**config.mk**
```make
export PLATFORM = sky130hd
export DESIGN_NAME = fault_supervisor
export DESIGN_NICKNAME = d
export VERILOG_FILES = /design/src/hdl/fault_sup_pkg.sv /design/src/hdl/fault_supervisor.sv /design/src/hdl/sync2.sv
export SDC_FILE = /design/constraint.sdc
export NUM_CORES = 1
export LEC_CHECK = 0
export BUFFER_PORTS_ARGS = -buffer_cell sky130_fd_sc_hd__buf_4
export CORE_MARGIN = 2
export CORE_UTILIZATION = 45
export DETAILED_ROUTE_END_ITERATION = 16
export PLACE_DENSITY = 0.75
export SYNTH_ARGS = -nofsm -noshare
export SYNTH_HDL_FRONTEND = slang
export SYNTH_HIERARCHICAL = 1
export SYNTH_SLANG_ARGS = --single-unit
export TNS_END_PERCENT = 10
```
**constraint.sdc**
```tcl
create_clock -name CLK_SYS -period 2.7 [get_ports CLK_SYS]
set_clock_uncertainty 0.1 [all_clocks]
set_input_delay 0.405 -clock CLK_SYS [delete_from_list [all_inputs] [get_ports CLK_SYS]]
set_output_delay 0.405 -clock CLK_SYS [all_outputs]
set_load 0.005 [all_outputs]
```
**src/hdl/fault_sup_pkg.sv**
```systemverilog
package fault_sup_pkg;

    // ------------------------------------------------------------
    // Timing
    // ------------------------------------------------------------
    localparam int unsigned CLK_HZ = 10_000_000;
    localparam int unsigned RESTART_MS = 100;
    localparam int unsigned OCP_WAIT_MS = 110;
    localparam int unsigned RESTART_CYC = (CLK_HZ / 1000) * RESTART_MS;
    localparam int unsigned OCP_WAIT_CYC = (CLK_HZ / 1000) * OCP_WAIT_MS;
    localparam int unsigned CNT_W = 21;

    // ------------------------------------------------------------
    // Channel configuration
    // ------------------------------------------------------------
    localparam int unsigned CFG_W = 4;
    // Fallback setting: four channels at 200 mA
    localparam logic [CFG_W-1:0] CFG_FALLBACK = 4'h4;

    // ------------------------------------------------------------
    // Operating state, Gray coded along start, boost, normal path
    // ------------------------------------------------------------
    typedef enum logic [2:0] {
        ST_INIT = 3'h0,
        ST_START = 3'h1,
        ST_SOFT = 3'h3,
        ST_NORMAL = 3'h2,
        ST_STANDBY = 3'h6,
        ST_RECOVER = 3'h4
    } op_state_t;

    // Digitised comparator results
    typedef struct packed {
        logic input_ov;
        logic supply_low;
        logic input_oc;
        logic pump_low;
        logic fb_ov_low;
        logic fb_ov_high;
        logic discharge_ov;
        logic fb_under;
    } comp_t;

    // Sticky fault flags
    typedef struct packed {
        logic input_overvoltage_flag;
        logic internal_supply_low_flag;
        logic input_overcurrent_flag;
        logic charge_pump_low_flag;
        logic flying_capacitor_fault_flag;
        logic default_load_check_flag;
        logic boost_overvoltage_low_flag;
        logic boost_overvoltage_high_flag;
        logic boost_overcurrent_flag;
        logic channel_config_fault_flag;
    } flags_t;

    localparam int unsigned FLAG_W = $bits(flags_t);

endpackage

```
**src/hdl/fault_supervisor.sv**
```systemverilog
`timescale 1ns/1ps
// Notes on behaviour
// RULE1: Input overvoltage: outputs off, standby, flag, interrupt.
// RULE2: Overvoltage cleared: leave standby, restart start-up.
// RULE3: Supply undervoltage: outputs off, standby, flag, interrupt.
// RULE4: Supply recovered: return to operation automatically.
// RULE5: Input overcurrent: off, flag, interrupt, retry 100ms.
// RULE6: Cycle current limiting never raises a fault.
// RULE7: Charge pump low: off, flag, interrupt, retry.
// RULE8: Flying capacitor fault: both flags, recovery, retry.
// RULE9: Default-load check failure flags only, keeps running.
// RULE10: Low overvoltage: flag, pause switching, no recovery.
// RULE11: Low overvoltage checked in soft-start/normal only.
// RULE12: High overvoltage: flag, interrupt, recovery, retry.
// RULE13: High overvoltage checked in soft-start/normal only.
// RULE14: Feedback undervoltage 110ms: overcurrent flag, recovery.
// RULE15: Overcurrent monitoring active from boost start.
// RULE16: Bad config resistor: flag, fall back 4ch/200mA.
// RULE17: Channel configuration latched after initialisation.
// RULE18: Host reads status flags after interrupt.
// RULE19: Flags sticky until host clears; recurrence resets.
module fault_supervisor
    import fault_sup_pkg::*;
#(
    parameter int unsigned RESTART_CYCLES = RESTART_CYC,
    parameter int unsigned OCP_CYCLES = OCP_WAIT_CYC
) (
    input wire logic CLK_SYS,
    input wire logic RST,
    input wire fault_sup_pkg::comp_t COMP_IN,
    input wire logic BOOST_CYCLE_LIMIT,
    input wire logic INIT_DONE,
    input wire logic CAP_FAULT,
    input wire logic LOAD_CHECK_FAIL,
    input wire logic CFG_VALID,
    input wire logic [fault_sup_pkg::CFG_W-1:0] CFG_SENSE,
    input wire logic SOFTSTART_DONE,
    input wire logic [fault_sup_pkg::FLAG_W-1:0] FLAG_CLEAR,
    output fault_sup_pkg::flags_t FLAGS,
    output logic INT_OUT,
    output logic BOOST_EN,
    output logic BOOST_SWITCH_EN,
    output logic LED_EN,
    output logic FET_EN,
    output logic PUMP_EN,
    output logic [fault_sup_pkg::CFG_W-1:0] CHANNEL_CFG,
    output fault_sup_pkg::op_state_t STATE
);
    import fault_sup_pkg::*;

    comp_t comp_s;
    logic [6:0] chk_s;
    logic [6:0] chk_raw;
    logic init_s;
    logic cap_s;
    logic load_s;
    logic cfgv_s;
    logic ss_s;
    logic [CFG_W-1:0] cfg_s;

    // ------------------------------------------------------------
    // Input synchronisation (all inputs except FLAG_CLEAR come from analog or pins)
    // ------------------------------------------------------------
    sync2 #(.W($bits(comp_t))) u_sync_comp (
        .clk(CLK_SYS),
        .rst(RST),
        .d(COMP_IN),
        .q(comp_s)
    );

    assign chk_raw = {INIT_DONE, CAP_FAULT, LOAD_CHECK_FAIL, CFG_VALID,
                      SOFTSTART_DONE, BOOST_CYCLE_LIMIT, 1'b0};

    sync2 #(.W(7)) u_sync_chk (
        .clk(CLK_SYS),
        .rst(RST),
        .d(chk_raw),
        .q(chk_s)
    );

    sync2 #(.W(CFG_W)) u_sync_cfg (
        .clk(CLK_SYS),
        .rst(RST),
        .d(CFG_SENSE),
        .q(cfg_s)
    );

    // Cycle limit (chk_s[1]) is deliberately left unused: it is regulation
    assign init_s = chk_s[6];
    assign cap_s = chk_s[5];
    assign load_s = chk_s[4];
    assign cfgv_s = chk_s[3];
    assign ss_s = chk_s[2];

    // ------------------------------------------------------------
    // State, timers and flags
    // ------------------------------------------------------------
    op_state_t state_r, state_nxt;
    logic [CNT_W-1:0] rtimer_r, rtimer_nxt;
    logic [CNT_W-1:0] utimer_r, utimer_nxt;
    flags_t flags_r, flags_nxt, set_v;
    logic [CFG_W-1:0] cfg_r, cfg_nxt;
    logic checked_r, checked_nxt;
    logic int_r, int_nxt;
    logic boosting;
    logic standby_req;
    logic recover_req;
    logic ocp_expired;

    // Boost is considered running from boost start onward
    assign boosting = (state_r == ST_SOFT) || (state_r == ST_NORMAL);
    assign ocp_expired = (utimer_r == CNT_W'(OCP_CYCLES - 1));

    // Event detection; the trips are levels, flags record them and the capacitor flag also gates PUMP_EN
    always_comb begin
        set_v = '0;
        set_v.input_overvoltage_flag = comp_s.input_ov; // RULE1
        set_v.internal_supply_low_flag = comp_s.supply_low; // RULE3
        set_v.input_overcurrent_flag = comp_s.input_oc; // RULE5
        set_v.charge_pump_low_flag = comp_s.pump_low
            || (init_s && !checked_r && cap_s); // RULE7 RULE8
        set_v.flying_capacitor_fault_flag =
            init_s && !checked_r && cap_s; // RULE8
        set_v.default_load_check_flag =
            init_s && !checked_r && load_s; // RULE9
        set_v.boost_overvoltage_low_flag =
            boosting && comp_s.fb_ov_low; // RULE10 RULE11
        set_v.boost_overvoltage_high_flag = boosting
            && (comp_s.fb_ov_high || comp_s.discharge_ov); // RULE12 RULE13
        set_v.boost_overcurrent_flag =
            boosting && comp_s.fb_under && ocp_expired; // RULE14
        set_v.channel_config_fault_flag =
            init_s && !checked_r && !cfgv_s; // RULE16
        // Standby faults override recovery faults
        standby_req = comp_s.input_ov || comp_s.supply_low;
        // RULE6: cycle-by-cycle limit deliberately absent here
        recover_req = comp_s.input_oc || comp_s.pump_low
            || set_v.flying_capacitor_fault_flag
            || set_v.boost_overvoltage_high_flag
            || set_v.boost_overcurrent_flag;
    end

    // Next-state logic for the operating sequence
    always_comb begin
        state_nxt = state_r;
        rtimer_nxt = '0;
        utimer_nxt = '0;
        checked_nxt = checked_r;
        cfg_nxt = cfg_r;
        if (init_s && !checked_r) begin
            checked_nxt = 1'b1;
            // RULE16 RULE17: latch once, ignore later changes
            cfg_nxt = cfgv_s ? cfg_s : CFG_FALLBACK;
        end
        // RULE15: undervoltage timer runs from boost start
        if (boosting && comp_s.fb_under && !ocp_expired) begin
            utimer_nxt = utimer_r + CNT_W'(1); // RULE14
        end
        unique case (state_r)
            ST_INIT: begin
                if (init_s) begin
                    state_nxt = ST_START;
                end
            end
            ST_START: begin
                state_nxt = ST_SOFT;
            end
            ST_SOFT: begin
                if (ss_s) begin
                    state_nxt = ST_NORMAL;
                end
            end
            ST_NORMAL: begin
                state_nxt = ST_NORMAL;
            end
            ST_STANDBY: begin
                // RULE2 RULE4: resume without host action
                if (!standby_req) begin
                    state_nxt = ST_START;
                end
            end
            ST_RECOVER: begin
                // RULE5 RULE7 RULE8 RULE12 RULE14: timed restart
                if (rtimer_r == CNT_W'(RESTART_CYCLES - 1)) begin
                    state_nxt = ST_START;
                end else begin
                    rtimer_nxt = rtimer_r + CNT_W'(1);
                end
            end
            default: begin
                state_nxt = ST_INIT;
            end
        endcase
        // Apart from the capacitor check, faults are not watched before initialisation finishes
        if (state_r != ST_INIT && state_r != ST_STANDBY) begin
            if (standby_req) begin
                state_nxt = ST_STANDBY; // RULE1 RULE3
                rtimer_nxt = '0;
            end else if (recover_req && state_r != ST_RECOVER) begin
                state_nxt = ST_RECOVER;
                rtimer_nxt = '0;
            end
        end else if (state_r == ST_INIT
                     && set_v.flying_capacitor_fault_flag) begin
            // Only the capacitor check may stop start-up in INIT
            state_nxt = ST_RECOVER; // RULE8
        end
    end

    // Sticky flags: a set in the clearing cycle wins over the clear
    always_comb begin
        flags_nxt = (flags_r & ~flags_t'(FLAG_CLEAR)) | set_v; // RULE19
        int_nxt = |flags_nxt;
    end

    always_ff @(posedge CLK_SYS or posedge RST) begin
        if (RST) begin
            state_r <= ST_INIT;
            rtimer_r <= '0;
            utimer_r <= '0;
            flags_r <= '0;
            cfg_r <= CFG_FALLBACK;
            checked_r <= 1'b0;
            int_r <= 1'b0;
        end else begin
            state_r <= state_nxt;
            rtimer_r <= rtimer_nxt;
            utimer_r <= utimer_nxt;
            flags_r <= flags_nxt;
            cfg_r <= cfg_nxt;
            checked_r <= checked_nxt;
            int_r <= int_nxt;
        end
    end

    // ------------------------------------------------------------
    // Outputs
    // ------------------------------------------------------------
    // Enables follow the registered state, so they drop in the same cycle
    // as the fault flag is registered; BOOST_SWITCH_EN drops a cycle earlier on fb_ov_low
    assign FLAGS = flags_r;
    assign INT_OUT = int_r;
    assign BOOST_EN = boosting;
    assign BOOST_SWITCH_EN = boosting && !comp_s.fb_ov_low; // RULE10
    assign LED_EN = (state_r == ST_NORMAL);
    assign FET_EN = (state_r == ST_START) || boosting;
    assign PUMP_EN = (state_r != ST_RECOVER)
        || !flags_r.flying_capacitor_fault_flag; // RULE8
    assign CHANNEL_CFG = cfg_r;
    assign STATE = state_r;
endmodule

```
**src/hdl/sync2.sv**
```systemverilog
`timescale 1ns/1ps
module sync2 #(
    parameter int unsigned W = 1
) (
    input wire logic clk,
    input wire logic rst,
    input wire logic [W-1:0] d,
    output logic [W-1:0] q
);
    logic [W-1:0] meta_r;
    logic [W-1:0] meta_nxt;
    logic [W-1:0] q_nxt;

    // ------------------------------------------------------------
    // Two-stage synchroniser; first stage feeds only the second
    // ------------------------------------------------------------
    always_comb begin
        meta_nxt = d;
        q_nxt = meta_r;
    end

    always_ff @(posedge clk or posedge rst) begin
        if (rst) begin
            meta_r <= '0;
            q <= '0;
        end else begin
            meta_r <= meta_nxt;
            q <= q_nxt;
        end
    end
endmodule

```
==> results.yml, run 1 <==
global_routing:
  use_met1_pct: 22.8
  grt_pass1_vias: 2743
  grt_overflow_total: 0
  grt_antenna_before_repair: 0
  grt_max_degree: 36
  grt_first_pass_wirelength_um: 12900
  grt_busiest_layer: "met2"
  grt_util_all_layers_pct: 16.8
  grt_use_met3_pct: 4.62
  met2_usage_pct: 26.3
timing:
  period_share_pct: 84.0
  setup_slack_ns: 0.432
  report.final.setup_viol: 0
  hold_viol: 0
  maxSlewViolCount: 0
  tns_ns: 0
  max_slew_margin_pct: 51.6
  fmax_mhz: 441
  rsz0062_at_grt: "false"
  fin_crit_ns: 2.27
  worstMarginPinSlew_ns: 0.725
clock_tree:
  cts_buffers: 9
  cts_tree: "yes"
  clk_pin_slew_ns: 0.10
  clkSinkCount: 95
  worst_skew_pair.late_latency_ns: 0.36
  cts_setup_buffers: 0
  cts_root_buffer: "clkbuf_8"
  htreeDepth: 3
  max-clock-path-buffers: 2
  cts_resized: 0
drt:
  vias: 2806
  drt-initial-drc-count: 156
  final_antenna_net_count: 0
  avgViaCountPerCell: 5.38
  drcViolationCount: 0
  dr.pass1.iters: 4
  post_drt_wl_per_cell_um: 14.2
  drt-total-wl_um: 7410
worst_setup_path:
  required_ns: 2.83
  crit_arrival_ns: 2.40
  cpLargestDelayFamily: "compound AO/OA/AOI/OAI gates"
  endpoint_kind: "flip-flop"
  path_buf_inv: 2
  start_kind: "flip-flop"
  worstSetupPathType: "flip-flop to flip-flop"
  worst_path_max_delay_cell: "a2111oi_0"
  critPathMaxFanout: 10
  max_stage_delay_ns: 0.67
  cp_cell_sequence: "inv_1 > nand2_1 > clkinv_1 > a2111oi_0 > o221a_2 > o2111ai_1"
pwr:
  p_leak_nw: 1.96
  p_sw_mw: 0.757
  finalPower_mw: 2.77
  p_int_mw: 2.01
  ir_drop_mv: 0.417
  combPwrFrac_pct: 12.4
  clkPwrFrac_pct: 31.6
  power_frac_seq_pct: 56.0
  power_density_mw_per_mm2: 603
  swShare_pct: 27.3
die:
  start_util_pct: 46.9
  rows: 33
  die_x_um: 97.0
  die-area_mm2: 0.00940
  core_area_mm2: 0.00830
  ios: 53
  die_h_um: 97.0
cells_and_area:
  diodes: 0
  final_nets: 444
  layout-drive-gt1-share_pct: 20.1
  syn2layout_area_growth_pct: 17.9
  utilization_pct: 55.3
  fin_cells: 522
hold_path:
  hp-class: "primary input to flip-flop"
synth:
  synth_fp_nets: 387
  synthCells: 355
  yosysWarnings: 6
  synth_area_per_cell_um2: 11.0
  netlist_area_mm2: 0.00389
placed_design:
  dpl.hpwl_um: 5430
  dp_slack_ns: 0.465
  numPortBuffers: 51
  gp_congestion: 0.801
  numPlacedInstances: 505
run_status:
  status: "complete, no violations"
run:
  max_cap_viol_count: 0
==> cells in the final DEF (no fill, tap or decap), drive strengths merged, types with 4 or more instances in the layout <==
| master | instances |
|---|---|
| or2 | 5 |
| o21ai | 12 |
| nor4 | 5 |
| nor2b | 6 |
| or3 | 10 |
| dfrtp | 94 |
| nor3 | 7 |
| nor2 | 34 |
| a21oi | 19 |
| clkbuf | 9 |
| nand4 | 8 |
| and4 | 6 |
| buf | 55 |
| nand3 | 19 |
| nor4b | 4 |
| inv | 24 |
| xnor2 | 14 |
| a21o | 4 |
| xor2 | 7 |
| nand2 | 26 |
| o31ai | 6 |
| or4 | 8 |
==> final timing paths <==
| kind | from | to | slack, ns | cells past startpoint |
|---|---|---|---|---|
| setup / recovery | STATE[2]$_DFF_PP0_ | STATE[2]$_DFF_PP0_ | 0.43 | 6 |
| hold / removal | COMP_IN[0] | u_sync_comp/meta_r[0]$_DFF_PP0_ | 0.04 | 1 |
| setup reg to reg | STATE[2]$_DFF_PP0_ | STATE[2]$_DFF_PP0_ | 0.43 | 6 |
| hold reg to reg | u_sync_comp/meta_r[6]$_DFF_PP0_ | u_sync_comp/q[6]$_DFF_PP0_ | 0.25 | 0 |
| max in group asynchronous | RST | FLAGS[7]$_DFF_PP0_ | 1.18 | 4 |
| min in group asynchronous | RST | u_sync_cfg/q[2]$_DFF_PP0_ | 0.44 | 3 |
==> layer usage <==
metal	vias to the layer above	routed length, µm
li1	1367	-
met1	1367	3310
met2	65	3680
met3	7	346
met4	0	74
met5	-	0
==> cell type report <==
class	count	area, µm²
sequential	95	2380
clock buffer	9	124
tap	105	131
inverter	21	78.8
timing repair buffer	56	423
multi-input combinational	229	1390
clock inverter	7	61.3
fill	694	3710
==> sequential cells by signal (all words and copies together) (netlist names), 5 cells and up <==
name / count
u_sync_chk/meta_r: 5
u_sync_chk/q: 5
u_sync_comp/q: 8
utimer_r: 21
FLAGS: 10
rtimer_r: 21
u_sync_comp/meta_r: 8
==> stage by stage <==
step	hold slack, ns	instance area [µm²]
after floorplan	0.121	3890
after global placement	0.232	4390
after detailed placement	0.235	4390
after CTS	0.0182	4590
after global routing	0.0125	4590
final	0.0396	4590
==> power by group through the flow <==
stage	clock network [mW]	logic, mW	registers, mW
global route	0.963	0.381	1.56
CTS	0.906	0.349	1.55
detailed placement	0	0.348	1.58
finish	0.875	0.343	1.55
floorplan	0	0.184	1.56
global placement	0	0.342	1.57
==> what timing repair did <==
| item | in CTS | in global routing |
|---|---|---|
| setup endpoints to repair | 0 | 0 |
| hold endpoints to repair | 18 | 0 |
| hold buffers | 1 | 0 |
Power figures use the tool's default switching activity.
==> run 2: changes to the inputs <==
--- a/config.mk
+++ b/config.mk
@@ -9,7 +9,7 @@
 export CORE_MARGIN = 2
 export CORE_UTILIZATION = 45
 export DETAILED_ROUTE_END_ITERATION = 16
-export PLACE_DENSITY = 0.75
+export PLACE_DENSITY = 0.77
 export SYNTH_ARGS = -nofsm -noshare
 export SYNTH_HDL_FRONTEND = slang
 export SYNTH_HIERARCHICAL = 1
==> constraint.sdc (replaced) <==
create_clock -name CLK_SYS -period 1.9 [get_ports CLK_SYS]
set_clock_uncertainty 0.1 [all_clocks]
set_input_delay 0.285 -clock CLK_SYS [delete_from_list [all_inputs] [get_ports CLK_SYS]]
set_output_delay 0.285 -clock CLK_SYS [all_outputs]
set_load 0.005 [all_outputs]
==> run 2 against run 1 <==
The run now ends with negative setup slack left; setup slack got worse by 0.45 ns; non-clock buffer count is 56 higher; clock-buffer cell count unchanged; worst hold slack better by 0.079 ns; sequential share of layout area is 6.1 points lower; total power increased by 52%; critical endpoint is now utimer_r[20]$_DFF_PP0_; largest power group unchanged.
==> results.yml, run 2 (synthesis results as in run 1) <==
run_status:
  status: "finished with violations"
  violations: "negative setup slack"
global_routing:
  grt_first_pass_wirelength_um: 14600
  grt_pass1_vias: 3117
  grt_antenna_before_repair: 0
  grt_overflow_total: 0
  grt_max_degree: 41
  grt_util_all_layers_pct: 19.3
die:
  die_h_um: 97.0
  rows: 33
  die-area_mm2: 0.00940
  ios: 53
  start_util_pct: 46.9
  die_x_um: 97.0
  core_area_mm2: 0.00830
worst_setup_path:
  max_stage_delay_ns: 0.48
  crit_arrival_ns: 2.12
  required_ns: 2.10
  worst_path_max_delay_cell: "or4_1"
  critPathMaxFanout: 6
  cp_cell_sequence: "ha_2 > nand4_1 > or3_4 > or4_1 > a21oi_1"
  start_kind: "flip-flop"
  endpoint_kind: "flip-flop"
  worstSetupPathType: "flip-flop to flip-flop"
timing:
  hold_viol: 0
  fmax_mhz: 520
  max_slew_margin_pct: 62.6
  report.final.setup_viol: 1
  period_share_pct: 101
  maxSlewViolCount: 0
  worstMarginPinSlew_ns: 0.561
  fin_crit_ns: 1.92
  setup_slack_ns: -0.0214
  rsz0062_at_grt: "true"
pwr:
  p_leak_nw: 2.25
  ir_drop_mv: 0.673
  power_density_mw_per_mm2: 809
run:
  max_cap_viol_count: 0
placed_design:
  dpl.hpwl_um: 5940
  numPlacedInstances: 543
  numPortBuffers: 51
  place_area_mm2: 0.00470
  gp_congestion: 0.911
clock_tree:
  cts_setup_buffers: 0
  max-clock-path-buffers: 2
  clk_pin_slew_ns: 0.11
  htreeDepth: 3
  cts_root_buffer: "clkbuf_8"
  cts_tree: "yes"
  worst_skew_pair.late_latency_ns: 0.38
  cts_buffers: 9
  clkSinkCount: 95
drt:
  drt-initial-drc-count: 148
  vias: 3070
  avgViaCountPerCell: 5.31
  post_drt_wl_per_cell_um: 14.9
  final_antenna_net_count: 0
  drcViolationCount: 0
  dr.pass1.iters: 4
  drt-total-wl_um: 8630
cells_and_area:
  final_nets: 500
  layout-drive-gt1-share_pct: 29.4
  finalInstanceArea_mm2: 0.00520
  fill_cells: 616
  fin_cells: 578
  layout_commonest_cell: "dfrtp_1"
  final_cell_mix: "dfrtp_1 (94), buf_4 (92), nor2_1 (34)"
  diodes: 0
  syn2layout_area_growth_pct: 33.6
hold_path:
  hp-class: "primary input to flip-flop"
[run 2: cell types whose count changed in the layout (fill, tap and decap cells not counted), moves of 3 or more]
cell / before / now
buf_4: 55 / 92
dlygate4sd3_1: 1 / 19
clkinv_8: 0 / 3
nand3_1: 18 / 15
nand3_2: 1 / 4
nor4b_1: 4 / 1
nor4b_2: 0 / 3
[run 2: worst paths after layout]
path                                         endpoint                             from  slack [ns]  depth (start not counted)
setup reg to reg               utimer_r[20]$_DFF_PP0_            utimer_r[1]$_DFF_PP0_       -0.02                          5
setup / recovery               utimer_r[20]$_DFF_PP0_            utimer_r[1]$_DFF_PP0_       -0.02                          5
hold / removal                     FLAGS[5]$_DFF_PP0_                    FLAG_CLEAR[5]        0.12                          3
min in group asynchronous   u_sync_cfg/q[1]$_DFF_PP0_                              RST        0.34                          3
hold reg to reg            u_sync_comp/q[2]$_DFF_PP0_  u_sync_comp/meta_r[2]$_DFF_PP0_        0.26                          0
max in group asynchronous      utimer_r[14]$_DFF_PP0_                              RST        0.68                          4
[run 2: area by class of cell]
| cell class | instances | area (µm²) | area share (%) |
|---|---|---|---|
| Inverter | 21 | 78.8 | 1.52 |
| Timing Repair Buffer | 112 | 901 | 17.3 |
| Clock buffer | 9 | 124 | 2.38 |
| Tap cell | 105 | 131 | 2.53 |
| Multi-Input combinational cell | 229 | 1490 | 28.7 |
| Clock inverter | 7 | 91.3 | 1.76 |
| Sequential cell | 95 | 2380 | 45.8 |
[run 2: what timing repair did]
| action | CTS | global route |
|---|---|---|
| hold buffers | 19 | 0 |
| resized for setup | 5 | 14 |
| endpoints found under the setup margin | 11 | 41 |
| pin swaps | 0 | 9 |
| endpoints found under the hold margin | 72 | 0 |
[run 2: routing by layer]
layer | part of all wire [%] | GRT usage (%)
met1 | 45 | 24.9
met3 | 3.6 | 4.62
met4 | 1.4 | 6.18
met5 | 0 | 0
met2 | 50 | 32.3
[run 2: through the flow]
stage	total power [mW]	setup TNS (ns)	utilization (%)	hold WS, ns	setup WS, ns
floorplan	2.48	-0.0861	-	0.000658	-0.0420
global placement	2.80	0	56.6	0.163	0.00932
detailed placement	2.82	-0.151	56.6	0.171	-0.0566
CTS	4.20	-0.0303	61.7	0.0969	-0.0303
global route	4.41	-0.409	62.6	0.0961	-0.101
finish	4.20	-0.0214	62.6	0.118	-0.0214
[run 2: where the power goes]
| group | leakage [nW] | switching, mW | internal, mW | total, mW |
|---|---|---|---|---|
| Combinational | 0.938 | 0.314 | 0.338 | 0.652 |
| Sequential | 1.21 | 0.0673 | 2.11 | 2.18 |
| Clock | 0.106 | 0.830 | 0.540 | 1.37 |
| Total | 2.25 | 1.21 | 2.99 | 4.20 |
[run 2: worst max-delay path: cells and delay by family, from the launching register on]
family | cells | cell delay (ns)
DFF | 1 | 0.40
and+or+nand+nor | 3 | 1.01
AOI/OAI and AO/OA | 1 | 0.14
adders and majority gates | 1 | 0.20
